<file path="config.mk">
export PLATFORM = sky130hd
export DESIGN_NAME = air_frame_keystream_cipher
export DESIGN_NICKNAME = d
export VERILOG_FILES = /design/src/hdl/air_cipher_pkg.sv /design/src/hdl/air_frame_keystream_cipher.sv
export SDC_FILE = /design/constraint.sdc
export NUM_CORES = 2
export LEC_CHECK = 0
export ABC_AREA = 1
export BUFFER_PORTS_ARGS = -buffer_cell sky130_fd_sc_hd__buf_2
export CAP_MARGIN = 20
export CORE_ASPECT_RATIO = 0.9
export CORE_MARGIN = 3
export CORE_UTILIZATION = 34
export DETAILED_ROUTE_END_ITERATION = 16
export PLACE_DENSITY_LB_ADDON = 0.3
export SETUP_SLACK_MARGIN = 0.02
export SLEW_MARGIN = 40
export SYNTH_ARGS = -nofsm -noshare
export SYNTH_HDL_FRONTEND = slang
export SYNTH_SLANG_ARGS = --single-unit
</file>
<file path="constraint.sdc">
create_clock -name clk_sys -period 3.1 [get_ports clk_sys]
set_input_delay 0.31 -clock clk_sys [delete_from_list [all_inputs] [get_ports clk_sys]]
set_output_delay 0.31 -clock clk_sys [all_outputs]
set_load 0.03 [all_outputs]
</file>
<file path="src/hdl/air_cipher_pkg.sv">
// Constants, register map and types for the air frame key stream cipher
package air_cipher_pkg;

  // Field and key stream geometry
  localparam int unsigned TAIL_BITS = 40;
  localparam int unsigned B_BITS    = 320;
  localparam int unsigned SEG_BITS  = 360;
  localparam int unsigned KS_BITS   = 720;
  localparam int unsigned B_KS_OFS  = 40;
  localparam int unsigned SINGLE_DATA_BITS = 304;
  localparam int unsigned MULTI_PERIOD     = 80;
  localparam int unsigned MULTI_DATA_BITS  = 64;
  localparam int unsigned CODEC_QUARTER    = 80;
  localparam logic [9:0]  SEG_LEN10 = 10'h168;
  localparam logic [9:0]  KS_LEN10  = 10'h2d0;
  localparam logic [3:0]  LBN_TOP   = 4'hf;

  // Start protocol
  localparam logic [2:0]  REQ_TRIES = 3'h5;

  // Register byte offsets
  localparam logic [7:0] OFS_CTRL   = 8'h00;
  localparam logic [7:0] OFS_STATUS = 8'h04;
  localparam logic [7:0] OFS_KEY0   = 8'h08;
  localparam logic [7:0] OFS_KEY1   = 8'h0c;
  localparam logic [7:0] OFS_KEY2   = 8'h10;
  localparam logic [7:0] OFS_KEY3   = 8'h14;
  localparam logic [7:0] OFS_FRAME  = 8'h18;

  // Control register fields
  localparam int unsigned CTRL_START   = 0;
  localparam int unsigned CTRL_DEFKEY  = 1;
  localparam int unsigned CTRL_ADV     = 2;
  localparam int unsigned CTRL_DUPLEX  = 3;
  localparam int unsigned CTRL_LBN_LO  = 4;
  localparam int unsigned CTRL_RQ_LO   = 8;
  localparam int unsigned CTRL_KEY128  = 10;
  localparam logic [10:0] CTRL_RST     = 11'h008;

  // Status register fields
  localparam int unsigned ST_TXENC    = 3;
  localparam int unsigned ST_RXENC    = 4;
  localparam int unsigned ST_CONF     = 5;
  localparam int unsigned ST_REJ      = 6;
  localparam int unsigned ST_REL      = 7;
  localparam int unsigned ST_LATE     = 8;

  localparam logic [1:0] RESP_OKAY   = 2'h0;
  localparam logic [1:0] RESP_SLVERR = 2'h2;

  typedef enum logic [1:0] {
    LAY_UNPROT  = 2'b00,
    LAY_SINGLE  = 2'b01,
    LAY_MULTI   = 2'b10,
    LAY_ENCODED = 2'b11
  } layout_t;

  typedef enum logic [1:0] {
    MT_START_REQ    = 2'b00,
    MT_START_GRANT  = 2'b01,
    MT_CIPHER_ON_CONFIRM   = 2'b10,
    MT_START_REJECT = 2'b11
  } mt_code_t;

  typedef enum logic [2:0] {
    S_CLEAR    = 3'b000,
    S_REQ      = 3'b001,
    S_GRANT    = 3'b010,
    S_ENC      = 3'b011,
    S_RELEASED = 3'b100
  } conn_state_t;

endpackage

</file>
<file path="src/hdl/air_frame_keystream_cipher.sv">
// Portable-side frame key stream cipher with start protocol and AXI4-Lite
module air_frame_keystream_cipher
  import air_cipher_pkg::*;
(
  input  wire logic                        clk_sys,
  input  wire logic                        rst_n,
  input  wire logic                        s_axi_awvalid,
  output      logic                        s_axi_awready,
  input  wire logic [7:0]                  s_axi_awaddr,
  input  wire logic                        s_axi_wvalid,
  output      logic                        s_axi_wready,
  input  wire logic [31:0]                 s_axi_wdata,
  input  wire logic [3:0]                  s_axi_wstrb,
  output      logic                        s_axi_bvalid,
  input  wire logic                        s_axi_bready,
  output      logic [1:0]                  s_axi_bresp,
  input  wire logic                        s_axi_arvalid,
  output      logic                        s_axi_arready,
  input  wire logic [7:0]                  s_axi_araddr,
  output      logic                        s_axi_rvalid,
  input  wire logic                        s_axi_rready,
  output      logic [31:0]                 s_axi_rdata,
  output      logic [1:0]                  s_axi_rresp,
  input  wire logic                        frame_tick,
  input  wire logic                        half_tick,
  input  wire logic [3:0]                  frame_num,
  input  wire logic [23:0]                 mframe_num,
  output      logic                        ksg_load,
  output      logic [34:0]                 init_vector,
  output      logic [127:0]                cipher_key,
  output      logic                        key_128,
  input  wire logic                        ks_valid,
  input  wire logic                        ks_bit,
  output      logic                        mt_send,
  output      air_cipher_pkg::mt_code_t    mt_code,
  input  wire logic                        mt_rx_valid,
  input  wire air_cipher_pkg::mt_code_t    mt_rx_code,
  input  wire logic                        fld_valid,
  input  wire logic                        fld_tx,
  input  wire logic                        fld_bearer,
  input  wire logic                        fld_tail_ctrl,
  input  wire air_cipher_pkg::layout_t     fld_layout,
  input  wire logic [39:0]                 fld_tail,
  input  wire logic [319:0]                fld_b,
  output      logic                        fld_out_valid,
  output      logic [39:0]                 fld_out_tail,
  output      logic [319:0]                fld_out_b,
  output      logic                        conn_release
);
  import air_cipher_pkg::*;

  // Payload bits of the B-field that take key stream bits
  function automatic logic [319:0] b_mask(layout_t l, logic [1:0] rq);
    logic [319:0] m;
    m = '0;
    for (int i = 0; i < B_BITS; i++) begin
      unique case (l)
        LAY_UNPROT:  m[i] = 1'b1;
        LAY_SINGLE:  m[i] = (i < SINGLE_DATA_BITS);
        LAY_MULTI:   m[i] = ((i % MULTI_PERIOD) < MULTI_DATA_BITS);
        LAY_ENCODED: m[i] = (i < CODEC_QUARTER * (int'(rq) + 1));
      endcase
    end
    return m;
  endfunction

  function automatic logic mapped(logic [7:0] a);
    return a == OFS_CTRL || a == OFS_STATUS || a == OFS_KEY0 ||
           a == OFS_KEY1 || a == OFS_KEY2 || a == OFS_KEY3 ||
           a == OFS_FRAME;
  endfunction

  function automatic logic [31:0] merge(logic [31:0] old, logic [31:0] nw,
                                        logic [3:0] st);
    logic [31:0] r;
    r = old;
    for (int k = 0; k < 4; k++) begin
      if (st[k]) r[k*8 +: 8] = nw[k*8 +: 8];
    end
    return r;
  endfunction

  logic         aw_full_q, w_full_q, bvalid_q, rvalid_q;
  logic [7:0]   awaddr_q;
  logic [31:0]  wdata_q, rdata_q, rd_d, ctrl_wr;
  logic [3:0]   wstrb_q;
  logic [1:0]   bresp_q, rresp_q;
  logic [10:0]  ctrl_q;
  logic [31:0]  key_q [4];
  logic         do_wr, start_cmd;
  conn_state_t  state_q;
  logic [2:0]   tries_q;
  logic         pend_q, tx_enc_q, rx_enc_q;
  logic         conf_q, rej_q, rel_q, late_q;
  logic [3:0]   frame_q;
  logic [23:0]  mframe_q;
  logic         even_start, cur_even, conf_ok, rej_ok, timeout;
  logic         send_req, send_grant;
  logic [9:0]   ks_cnt_q, ks_off;
  logic [359:0] seg_f_q, seg_p_q, seg_sel;
  logic         ks_full, enc_now, use_second;
  logic [319:0] bmask;
  logic [3:0]   clr_flags;

  // Register slave: address and data held until both are present
  assign s_axi_awready = !aw_full_q;
  assign s_axi_wready  = !w_full_q;
  assign s_axi_bvalid  = bvalid_q;
  assign s_axi_bresp   = bresp_q;
  assign s_axi_arready = !rvalid_q;
  assign s_axi_rvalid  = rvalid_q;
  assign s_axi_rdata   = rdata_q;
  assign s_axi_rresp   = rresp_q;
  assign do_wr = aw_full_q && w_full_q && !bvalid_q;

  always_ff @(posedge clk_sys or negedge rst_n) begin
    if (!rst_n) begin
      aw_full_q <= 1'b0;
      w_full_q  <= 1'b0;
      awaddr_q  <= 8'h00;
      wdata_q   <= 32'h0000_0000;
      wstrb_q   <= 4'h0;
      bvalid_q  <= 1'b0;
      bresp_q   <= RESP_OKAY;
    end else begin
      if (s_axi_awvalid && !aw_full_q) begin
        aw_full_q <= 1'b1;
        awaddr_q  <= s_axi_awaddr;
      end
      if (s_axi_wvalid && !w_full_q) begin
        w_full_q <= 1'b1;
        wdata_q  <= s_axi_wdata;
        wstrb_q  <= s_axi_wstrb;
      end
      if (do_wr) begin
        aw_full_q <= 1'b0;
        w_full_q  <= 1'b0;
        bvalid_q  <= 1'b1;
        bresp_q   <= mapped(awaddr_q) ? RESP_OKAY : RESP_SLVERR;
      end else if (bvalid_q && s_axi_bready) begin
        bvalid_q <= 1'b0;
      end
    end
  end

  always_comb begin
    rd_d = 32'h0000_0000;
    unique case (s_axi_araddr)
      OFS_CTRL:   rd_d = {21'h0, ctrl_q[10:1], 1'b0};
      OFS_STATUS: rd_d = {23'h0, late_q, rel_q, rej_q, conf_q, rx_enc_q,
                          tx_enc_q, state_q};
      OFS_KEY0:   rd_d = key_q[0];
      OFS_KEY1:   rd_d = key_q[1];
      OFS_KEY2:   rd_d = key_q[2];
      OFS_KEY3:   rd_d = key_q[3];
      OFS_FRAME:  rd_d = {4'h0, mframe_q, frame_q};
      default:    rd_d = 32'h0000_0000;
    endcase
  end

  always_ff @(posedge clk_sys or negedge rst_n) begin
    if (!rst_n) begin
      rvalid_q <= 1'b0;
      rdata_q  <= 32'h0000_0000;
      rresp_q  <= RESP_OKAY;
    end else if (s_axi_arvalid && !rvalid_q) begin
      rvalid_q <= 1'b1;
      rdata_q  <= rd_d;
      rresp_q  <= mapped(s_axi_araddr) ? RESP_OKAY : RESP_SLVERR;
    end else if (rvalid_q && s_axi_rready) begin
      rvalid_q <= 1'b0;
    end
  end

  // Control and key registers; start is a self-clearing command bit
  assign ctrl_wr   = merge({21'h0, ctrl_q}, wdata_q, wstrb_q);
  assign start_cmd = do_wr && awaddr_q == OFS_CTRL && wstrb_q[0] &&
                     wdata_q[CTRL_START];
  assign clr_flags = (do_wr && awaddr_q == OFS_STATUS) ?
                     (wdata_q[8:5] & {wstrb_q[1], {3{wstrb_q[0]}}}) : 4'h0;

  always_ff @(posedge clk_sys or negedge rst_n) begin
    if (!rst_n) begin
      ctrl_q <= CTRL_RST;
      for (int k = 0; k < 4; k++) key_q[k] <= 32'h0000_0000;
    end else if (do_wr) begin
      unique case (awaddr_q)
        OFS_CTRL: ctrl_q <= {ctrl_wr[10:1], 1'b0};
        OFS_KEY0: key_q[0] <= merge(key_q[0], wdata_q, wstrb_q);
        OFS_KEY1: key_q[1] <= merge(key_q[1], wdata_q, wstrb_q);
        OFS_KEY2: key_q[2] <= merge(key_q[2], wdata_q, wstrb_q);
        OFS_KEY3: key_q[3] <= merge(key_q[3], wdata_q, wstrb_q);
        default:  ;
      endcase
    end
  end

  // Short key zero-fills the top half so the generator sees bit 0 as LSB
  assign key_128    = ctrl_q[CTRL_KEY128];
  assign cipher_key = key_128 ? {key_q[3], key_q[2], key_q[1], key_q[0]}
                              : {64'h0, key_q[1], key_q[0]};

  // Frame numbering and start protocol
  assign even_start = frame_tick && !frame_num[0];
  assign cur_even   = !frame_q[0];
  assign conf_ok    = mt_rx_valid && mt_rx_code == MT_CIPHER_ON_CONFIRM &&
                      state_q == S_REQ && !cur_even;
  // Reject only counts when the request named the default key
  assign rej_ok     = mt_rx_valid && mt_rx_code == MT_START_REJECT &&
                      state_q == S_REQ && !cur_even &&
                      ctrl_q[CTRL_DEFKEY];
  assign timeout    = state_q == S_REQ && even_start &&
                      tries_q == REQ_TRIES && !conf_ok && !rej_ok;
  assign send_req   = half_tick && cur_even && state_q == S_REQ &&
                      tries_q != REQ_TRIES;
  assign send_grant = half_tick && cur_even && state_q == S_GRANT &&
                      tx_enc_q;

  always_ff @(posedge clk_sys or negedge rst_n) begin
    if (!rst_n) begin
      frame_q  <= 4'h0;
      mframe_q <= 24'h00_0000;
    end else if (frame_tick) begin
      frame_q  <= frame_num;
      mframe_q <= mframe_num;
    end
  end

  // One mode register serves every bearer of the connection
  always_ff @(posedge clk_sys or negedge rst_n) begin
    if (!rst_n) begin
      state_q  <= S_CLEAR;
      tries_q  <= 3'h0;
      pend_q   <= 1'b0;
      tx_enc_q <= 1'b0;
      rx_enc_q <= 1'b0;
    end else begin
      unique case (state_q)
        S_CLEAR, S_RELEASED: begin
          if (start_cmd) pend_q <= 1'b1;
          if (pend_q && even_start) begin
            state_q <= S_REQ;
            tries_q <= 3'h0;
            pend_q  <= 1'b0;
          end
        end
        S_REQ: begin
          if (send_req) tries_q <= tries_q + 3'h1;
          if (conf_ok) begin
            // Frame carrying the confirm is already deciphered
            state_q  <= S_GRANT;
            rx_enc_q <= 1'b1;
          end else if (rej_ok) begin
            state_q <= S_CLEAR;
          end else if (timeout) begin
            state_q <= S_RELEASED;
          end
        end
        S_GRANT: begin
          if (even_start) tx_enc_q <= 1'b1;
          if (send_grant) state_q <= S_ENC;
        end
        S_ENC: state_q <= S_ENC;
      endcase
    end
  end

  always_ff @(posedge clk_sys or negedge rst_n) begin
    if (!rst_n) begin
      mt_send      <= 1'b0;
      mt_code      <= MT_START_REQ;
      conn_release <= 1'b0;
    end else begin
      mt_send      <= send_req || send_grant;
      conn_release <= timeout;
      if (send_req) mt_code <= MT_START_REQ;
      else if (send_grant) mt_code <= MT_START_GRANT;
    end
  end

  // Sticky status: a new event in the clearing cycle survives
  always_ff @(posedge clk_sys or negedge rst_n) begin
    if (!rst_n) begin
      conf_q <= 1'b0;
      rej_q  <= 1'b0;
      rel_q  <= 1'b0;
      late_q <= 1'b0;
    end else begin
      conf_q <= conf_ok || (conf_q && !clr_flags[0]);
      rej_q  <= rej_ok || (rej_q && !clr_flags[1]);
      rel_q  <= timeout || (rel_q && !clr_flags[2]);
      late_q <= (fld_valid && enc_now && !ks_full) ||
                (late_q && !clr_flags[3]);
    end
  end

  // Generator reload with a fresh vector for each ciphered or requesting frame
  always_ff @(posedge clk_sys or negedge rst_n) begin
    if (!rst_n) begin
      ksg_load    <= 1'b0;
      init_vector <= 35'h0_0000_0000;
    end else begin
      // Requesting frames load too: the confirm frame arrives ciphered
      ksg_load <= frame_tick &&
                  (tx_enc_q || rx_enc_q || state_q == S_REQ);
      if (frame_tick) begin
        init_vector <= {3'h0,
                        ctrl_q[CTRL_ADV] ?
                          LBN_TOP - ctrl_q[CTRL_LBN_LO +: 4] : 4'h0,
                        mframe_num, frame_num};
      end
    end
  end

  // Collect the 720 generator bits of a frame into two segments
  assign ks_full = ks_cnt_q == KS_LEN10;
  assign ks_off  = ks_cnt_q - SEG_LEN10;

  always_ff @(posedge clk_sys or negedge rst_n) begin
    if (!rst_n) begin
      ks_cnt_q <= 10'h000;
      seg_f_q  <= '0;
      seg_p_q  <= '0;
    end else if (ksg_load) begin
      ks_cnt_q <= 10'h000;
    end else if (ks_valid && !ks_full) begin
      ks_cnt_q <= ks_cnt_q + 10'h001;
      if (ks_cnt_q < SEG_LEN10) seg_f_q[ks_cnt_q[8:0]] <= ks_bit;
      else seg_p_q[ks_off[8:0]] <= ks_bit;
    end
  end

  // Field XOR: duplex gives each direction its own segment; double simplex lets the bearer pick
  assign enc_now    = fld_tx ? tx_enc_q : rx_enc_q;
  assign use_second = ctrl_q[CTRL_DUPLEX] ? fld_tx : fld_bearer;
  assign seg_sel    = use_second ? seg_p_q : seg_f_q;
  // Mixed-content fields arrive flagged as multisubfield
  assign bmask      = b_mask(fld_layout, ctrl_q[CTRL_RQ_LO +: 2]);

  // Result feeds the check generators, so checks cover ciphered bits
  always_ff @(posedge clk_sys or negedge rst_n) begin
    if (!rst_n) begin
      fld_out_valid <= 1'b0;
      fld_out_tail  <= 40'h00_0000_0000;
      fld_out_b     <= '0;
    end else begin
      fld_out_valid <= fld_valid;
      if (fld_valid) begin
        fld_out_tail <= (enc_now && fld_tail_ctrl) ?
                        fld_tail ^ seg_sel[39:0] : fld_tail;
        fld_out_b <= enc_now ?
                     fld_b ^ (seg_sel[359:40] & bmask) : fld_b;
      end
    end
  end
endmodule

</file>
==> flow_results.xml <==
<?xml version="1.0" encoding="UTF-8"?>
<metrics>
  <group name="floorplanning">
    <metric name="row_count" unit="">151</metric>
    <metric name="die_h" unit="um">422</metric>
    <metric name="floorplan.initialDensity" unit="%">34.4</metric>
    <metric name="io_pins" unit="">1031</metric>
    <metric name="standard_cell_core_area" unit="sq um">189000</metric>
    <metric name="floorplan.die.width" unit="um">468</metric>
    <metric name="die-area" unit="sq um">197000</metric>
  </group>
  <group name="detailed_routing">
    <metric name="wirelength" unit="um">275000</metric>
    <metric name="first_pass_iters" unit="">7</metric>
    <metric name="wl_per_cell" unit="um">23.1</metric>
    <metric name="route.vias.total" unit="">61400</metric>
    <metric name="ant_nets" unit="">0</metric>
    <metric name="dr.first_iter.drc_count" unit="">5934</metric>
    <metric name="drt_drc_violations_left" unit="">0</metric>
    <metric name="drt-vias-per-instance" unit="">5.15</metric>
  </group>
  <group name="clocking">
    <metric name="numCtsBuffers" unit="">159</metric>
    <metric name="clk_latency" unit="ns">0.82</metric>
    <metric name="total_number_of_h_tree_levels" unit="">4</metric>
    <metric name="cts.clk_slew.worst_paths" unit="ns">0.06</metric>
    <metric name="cts.root.buffer_cell" unit="">sky130_fd_sc_hd__clkbuf_16</metric>
    <metric name="clock_sinks" unit="">1360</metric>
    <metric name="tritoncts" unit="">done</metric>
    <metric name="clock_tree.buffer_depth" unit="">3</metric>
  </group>
  <group name="power">
    <metric name="comb_power_share" unit="%">17.0</metric>
    <metric name="power.switching" unit="mW">14.4</metric>
    <metric name="ir_drop" unit="V">0.000612</metric>
    <metric name="power.sequential.fraction" unit="%">41.9</metric>
    <metric name="powerDensity" unit="nW/um^2">561</metric>
    <metric name="power.internal" unit="mW">32.5</metric>
    <metric name="switching_share_of_power" unit="%">30.8</metric>
    <metric name="clock_power_share" unit="%">41.2</metric>
    <metric name="power.leakage" unit="nW">39.2</metric>
  </group>
  <group name="placed_design">
    <metric name="dp_hpwl" unit="um">183000</metric>
    <metric name="gpl_congestion" unit="">0.928</metric>
    <metric name="io_buffers" unit="">1024</metric>
    <metric name="placed_inst_area" unit="sq um">73600</metric>
  </group>
  <group name="global_route">
    <metric name="grt.met3_usage" unit="%">4.02</metric>
    <metric name="number_of_global_route_vias_before_repair" unit="">59000</metric>
    <metric name="first_pass_grt_wire_length" unit="um">402000</metric>
    <metric name="grtUsageMet2" unit="%">42.1</metric>
    <metric name="grt_util_met1" unit="%">37.6</metric>
    <metric name="globalRoute.totalOverflow" unit="">0</metric>
    <metric name="globalRoute.busiestLayer" unit="">met2</metric>
    <metric name="grtUsageTotal" unit="%">27.1</metric>
    <metric name="grt_antenna_before_repair" unit="">13</metric>
    <metric name="grt_max_degree" unit="">114</metric>
  </group>
  <group name="setup_path">
    <metric name="cp_top_family" unit="">buffers and inverters</metric>
    <metric name="cp.arrival" unit="ns">3.64</metric>
    <metric name="endpoint_kind" unit="">flop</metric>
    <metric name="crit_path_frequent_cell" unit="">sky130_fd_sc_hd__nand2_1</metric>
    <metric name="worst_path_max_delay_cell" unit="">sky130_fd_sc_hd__dlygate4sd3_1</metric>
    <metric name="critPathBufInv" unit="">4</metric>
    <metric name="crit_path_max_incr_delay" unit="ns">0.57</metric>
    <metric name="crit_required" unit="ns">3.84</metric>
    <metric name="criticalPathCategory" unit="">reg2reg</metric>
    <metric name="start_kind" unit="">flop</metric>
    <metric name="timing.critical_path.cells" unit="">inv_1 -&gt; nand2_1 -&gt; nand2_4 -&gt; inv_8 -&gt; buf_16 -&gt; nand2_1 -&gt; nand2_1 -&gt; nand2_1 -&gt; nand2_1 -&gt; nand3_1 -&gt; dlygate4sd3_1 -&gt; nand2_1</metric>
    <metric name="critPathMaxFanout" unit="">48</metric>
  </group>
  <group name="logic_synthesis">
    <metric name="synth_seq_cells" unit="">1360</metric>
    <metric name="synth_edf_count" unit="">0</metric>
    <metric name="mappedNetlistArea" unit="sq um">65200</metric>
    <metric name="postSynth.asyncResetShare" unit="%">100</metric>
    <metric name="synth_mux_area_share" unit="%">0.102</metric>
    <metric name="synth_adder_area_share" unit="%">0.211</metric>
    <metric name="netlist-cell-type-count" unit="">43</metric>
    <metric name="synth_compound_gate_area_share" unit="%">10.8</metric>
    <metric name="synthSimpleGateAreaFrac" unit="%">26.3</metric>
    <metric name="synth-warning-count" unit="">0</metric>
    <metric name="synth_ff_type" unit="">sky130_fd_sc_hd__dfrtp_1</metric>
    <metric name="synth_cells" unit="">8002</metric>
    <metric name="synth.yosys.seq_area_share" unit="%">52.2</metric>
    <metric name="synthesis.area_per_instance" unit="sq um">8.15</metric>
    <metric name="synth_xor_area_share" unit="%">4.71</metric>
    <metric name="combinational_family_with_the_most_area_after_synthesis" unit="">simple AND/OR/NAND/NOR gates</metric>
  </group>
  <group name="layout">
    <metric name="layout.nets" unit="">9729</metric>
    <metric name="area.growth.synth_to_final" unit="%">28.0</metric>
    <metric name="ff_latch_area" unit="sq um">34000</metric>
    <metric name="fin_area" unit="sq um">83500</metric>
    <metric name="number_of_filler_instances_in_the_final_layout" unit="">18300</metric>
    <metric name="drive_above_1_share" unit="%">19.0</metric>
    <metric name="multi_input_area" unit="sq um">27800</metric>
  </group>
  <group name="timing">
    <metric name="final.setup_skew" unit="ns">0.0489</metric>
    <metric name="peak_freq" unit="GHz">0.346</metric>
    <metric name="final-max-slew-violation-count" unit="">0</metric>
    <metric name="slew-limit-headroom" unit="%">41.4</metric>
    <metric name="setup_total_negative_slack" unit="ns">0</metric>
    <metric name="period_share" unit="%">93.3</metric>
    <metric name="period_needed" unit="ns">2.89</metric>
    <metric name="setup_viol" unit="">0</metric>
    <metric name="rsz0062_at_grt" unit="">false</metric>
    <metric name="worstMarginPinSlew" unit="ns">0.874</metric>
    <metric name="number_of_hold_violations_in_the_final_report" unit="">0</metric>
  </group>
  <group name="flow_run">
    <metric name="maxCapViolations" unit="">0</metric>
  </group>
  <group name="run_status">
    <metric name="outcome" unit="">completed</metric>
  </group>
  <group name="min_path">
    <metric name="min_path_type" unit="">in2reg</metric>
  </group>
</metrics>
==> logic make-up after synthesis <==
group / after synthesis
and+or+nand+nor: 4110
other: 1
buffers and inverters: 866
adders and majority gates: 11
AOI/OAI and AO/OA: 1299
DFF: 1360
muxes: 6
xor gates and xnor gates: 349
==> cells in the mapped netlist (2+ instances only) <==
| library cell | count | area share (%) |
|---|---|---|
| sky130_fd_sc_hd__nand2_1 | 1826 | 11 |
| sky130_fd_sc_hd__dfrtp_1 | 1359 | 52 |
| sky130_fd_sc_hd__nor2_1 | 1278 | 7.4 |
| sky130_fd_sc_hd__o21ai_0 | 945 | 7.2 |
| sky130_fd_sc_hd__nand3_1 | 435 | 3.3 |
| sky130_fd_sc_hd__clkbuf_1 | 380 | 2.2 |
| sky130_fd_sc_hd__xor2_1 | 347 | 4.7 |
| sky130_fd_sc_hd__nor3_1 | 330 | 2.5 |
| sky130_fd_sc_hd__inv_1 | 216 | 1.2 |
| sky130_fd_sc_hd__o211ai_1 | 202 | 2.3 |
| sky130_fd_sc_hd__or2_2 | 185 | 1.8 |
| sky130_fd_sc_hd__buf_2 | 104 | 0.80 |
| sky130_fd_sc_hd__buf_4 | 84 | 0.97 |
| sky130_fd_sc_hd__o21ai_1 | 71 | 0.54 |
| sky130_fd_sc_hd__a21oi_1 | 67 | 0.51 |
| sky130_fd_sc_hd__buf_1 | 65 | 0.37 |
| sky130_fd_sc_hd__nand4_1 | 29 | 0.28 |
| sky130_fd_sc_hd__ha_1 | 11 | 0.21 |
| sky130_fd_sc_hd__nand3_4 | 10 | 0.27 |
| sky130_fd_sc_hd__nand3_2 | 8 | 0.12 |
| sky130_fd_sc_hd__inv_2 | 6 | 0.035 |
| sky130_fd_sc_hd__buf_6 | 5 | 0.086 |
| sky130_fd_sc_hd__clkinv_1 | 5 | 0.029 |
| sky130_fd_sc_hd__mux2_2 | 5 | 0.086 |
| sky130_fd_sc_hd__o31ai_1 | 5 | 0.058 |
| sky130_fd_sc_hd__nand2_2 | 3 | 0.029 |
| sky130_fd_sc_hd__nor2_2 | 2 | 0.019 |
| sky130_fd_sc_hd__o21a_1 | 2 | 0.023 |
| sky130_fd_sc_hd__o22ai_1 | 2 | 0.019 |
| sky130_fd_sc_hd__xor2_2 | 2 | 0.050 |
==> stage by stage <==
stage / utilization, % / hold slack (ns) / std cells / setup slack [ns] / total power [mW]
CTS: 44.0 / 0.00456 / 11900 / 0.104 / 47.2
global route: 44.1 / 0.0689 / 11900 / 0.0917 / 48.7
global placement: 38.8 / 0.358 / 11200 / 0.336 / 27.3
floorplan: - / 0.0144 / 8007 / 1.05 / 24.1
detailed placement: 38.8 / 0.378 / 11200 / 0.341 / 27.4
finish: 44.1 / 0.0873 / 11900 / 0.209 / 46.9
==> worst paths after layout <==
| kind | slack, ns | endpoint | from | depth (start not counted) |
|---|---|---|---|---|
| worst max-delay path | 0.21 | fld_out_b[312] | ctrl_q[3] | 12 |
| max in group asynchronous | 1.73 | seg_f_q[282] | rst_n | 4 |
| worst max register to register | 0.21 | fld_out_b[312] | ctrl_q[3] | 12 |
| worst min-delay path | 0.09 | ks_cnt_q[1] | ks_valid | 4 |
| min in group asynchronous | 0.14 | fld_out_b[36] | rst_n | 2 |
| worst min register to register | 0.48 | seg_f_q[94] | seg_f_q[94] | 2 |
==> final cells by class <==
type,instances,share of cell area (%)
Sequential cell,1360,40.7
Multi-Input combinational cell,5781,33.2
Timing Repair Buffer,1728,14.8
Clock buffer,232,5.50
Tap cell,2524,3.78
Inverter,228,1.06
Clock inverter,49,0.827
Antenna cell,9,0.0270
==> flip-flops by register name, indices dropped and copies added, names as in the netlist, 4 cells and up <==
| name | flops |
|---|---|
| awaddr_q | 8 |
| fld_out_tail | 40 |
| seg_f_q | 360 |
| wstrb_q | 4 |
| seg_p_q | 360 |
| ctrl_q | 10 |
| ks_cnt_q | 10 |
| mframe_q | 23 |
| key_q | 128 |
| init_vector | 6 |
| s_axi_rdata | 32 |
| wdata_q | 32 |
| fld_out_b | 320 |
==> power by group through the flow <==
stage          sequential, mW  clock [mW]  combinational [mW]
6_report                 19.6        19.3                7.96
5_1_grt                  19.7        20.4                8.55
4_1_cts                  19.6        19.6                7.96
3_5_place_dp             19.9           0                7.47
3_3_place_gp             19.9           0                7.38
2_1_floorplan            20.9           0                3.14
==> cell usage in the layout, fill, tap and decap left out, types with 9 or more instances in the layout <==
master,count
sky130_fd_sc_hd__nor2_2,15
sky130_fd_sc_hd__clkbuf_8,34
sky130_fd_sc_hd__nor2_1,1246
sky130_fd_sc_hd__buf_2,1022
sky130_fd_sc_hd__a21oi_1,66
sky130_fd_sc_hd__nand3_4,16
sky130_fd_sc_hd__o211ai_1,202
sky130_fd_sc_hd__inv_1,214
sky130_fd_sc_hd__nand4_1,29
sky130_fd_sc_hd__clkbuf_1,39
sky130_fd_sc_hd__ha_1,11
sky130_fd_sc_hd__buf_12,60
sky130_fd_sc_hd__dlygate4sd3_1,458
sky130_fd_sc_hd__nand2_1,1822
sky130_fd_sc_hd__buf_4,182
sky130_fd_sc_hd__nand3_1,435
sky130_fd_sc_hd__bufinv_16,10
sky130_fd_sc_hd__xor2_1,347
sky130_fd_sc_hd__or2_2,185
sky130_fd_sc_hd__dfrtp_1,1358
sky130_fd_sc_hd__diode_2,9
sky130_fd_sc_hd__nor3_1,328
sky130_fd_sc_hd__o21ai_0,945
sky130_fd_sc_hd__nor2_4,20
sky130_fd_sc_hd__clkinv_2,19
sky130_fd_sc_hd__clkbuf_16,160
sky130_fd_sc_hd__o21ai_1,71
==> repair_timing <==
| item | in CTS | in global routing |
|---|---|---|
| endpoints found under the hold margin | 529 | 0 |
| buffers inserted | 0 | 0 |
| resized for setup | 0 | 2 |
| endpoints found under the setup margin | 0 | 3 |
| hold buffers | 458 | 0 |
==> tightest hold or removal path, delay by kind of cell <==
| family | cells | cell delay [ns] |
|---|---|---|
| and+or+nand+nor | 2 | 0.26 |
| AOI/OAI and AO/OA | 1 | 0.08 |
| buffers and inverters | 1 | 0.20 |
==> metal layers <==
metal / up-vias / wire, um
met1: 30000 / 120000
met3: 490 / 17400
met2: 2485 / 125000
met5: - / 0
met4: 0 / 13000
li1: 28400 / -
Note: power is estimated with default switching activity, not from simulation.
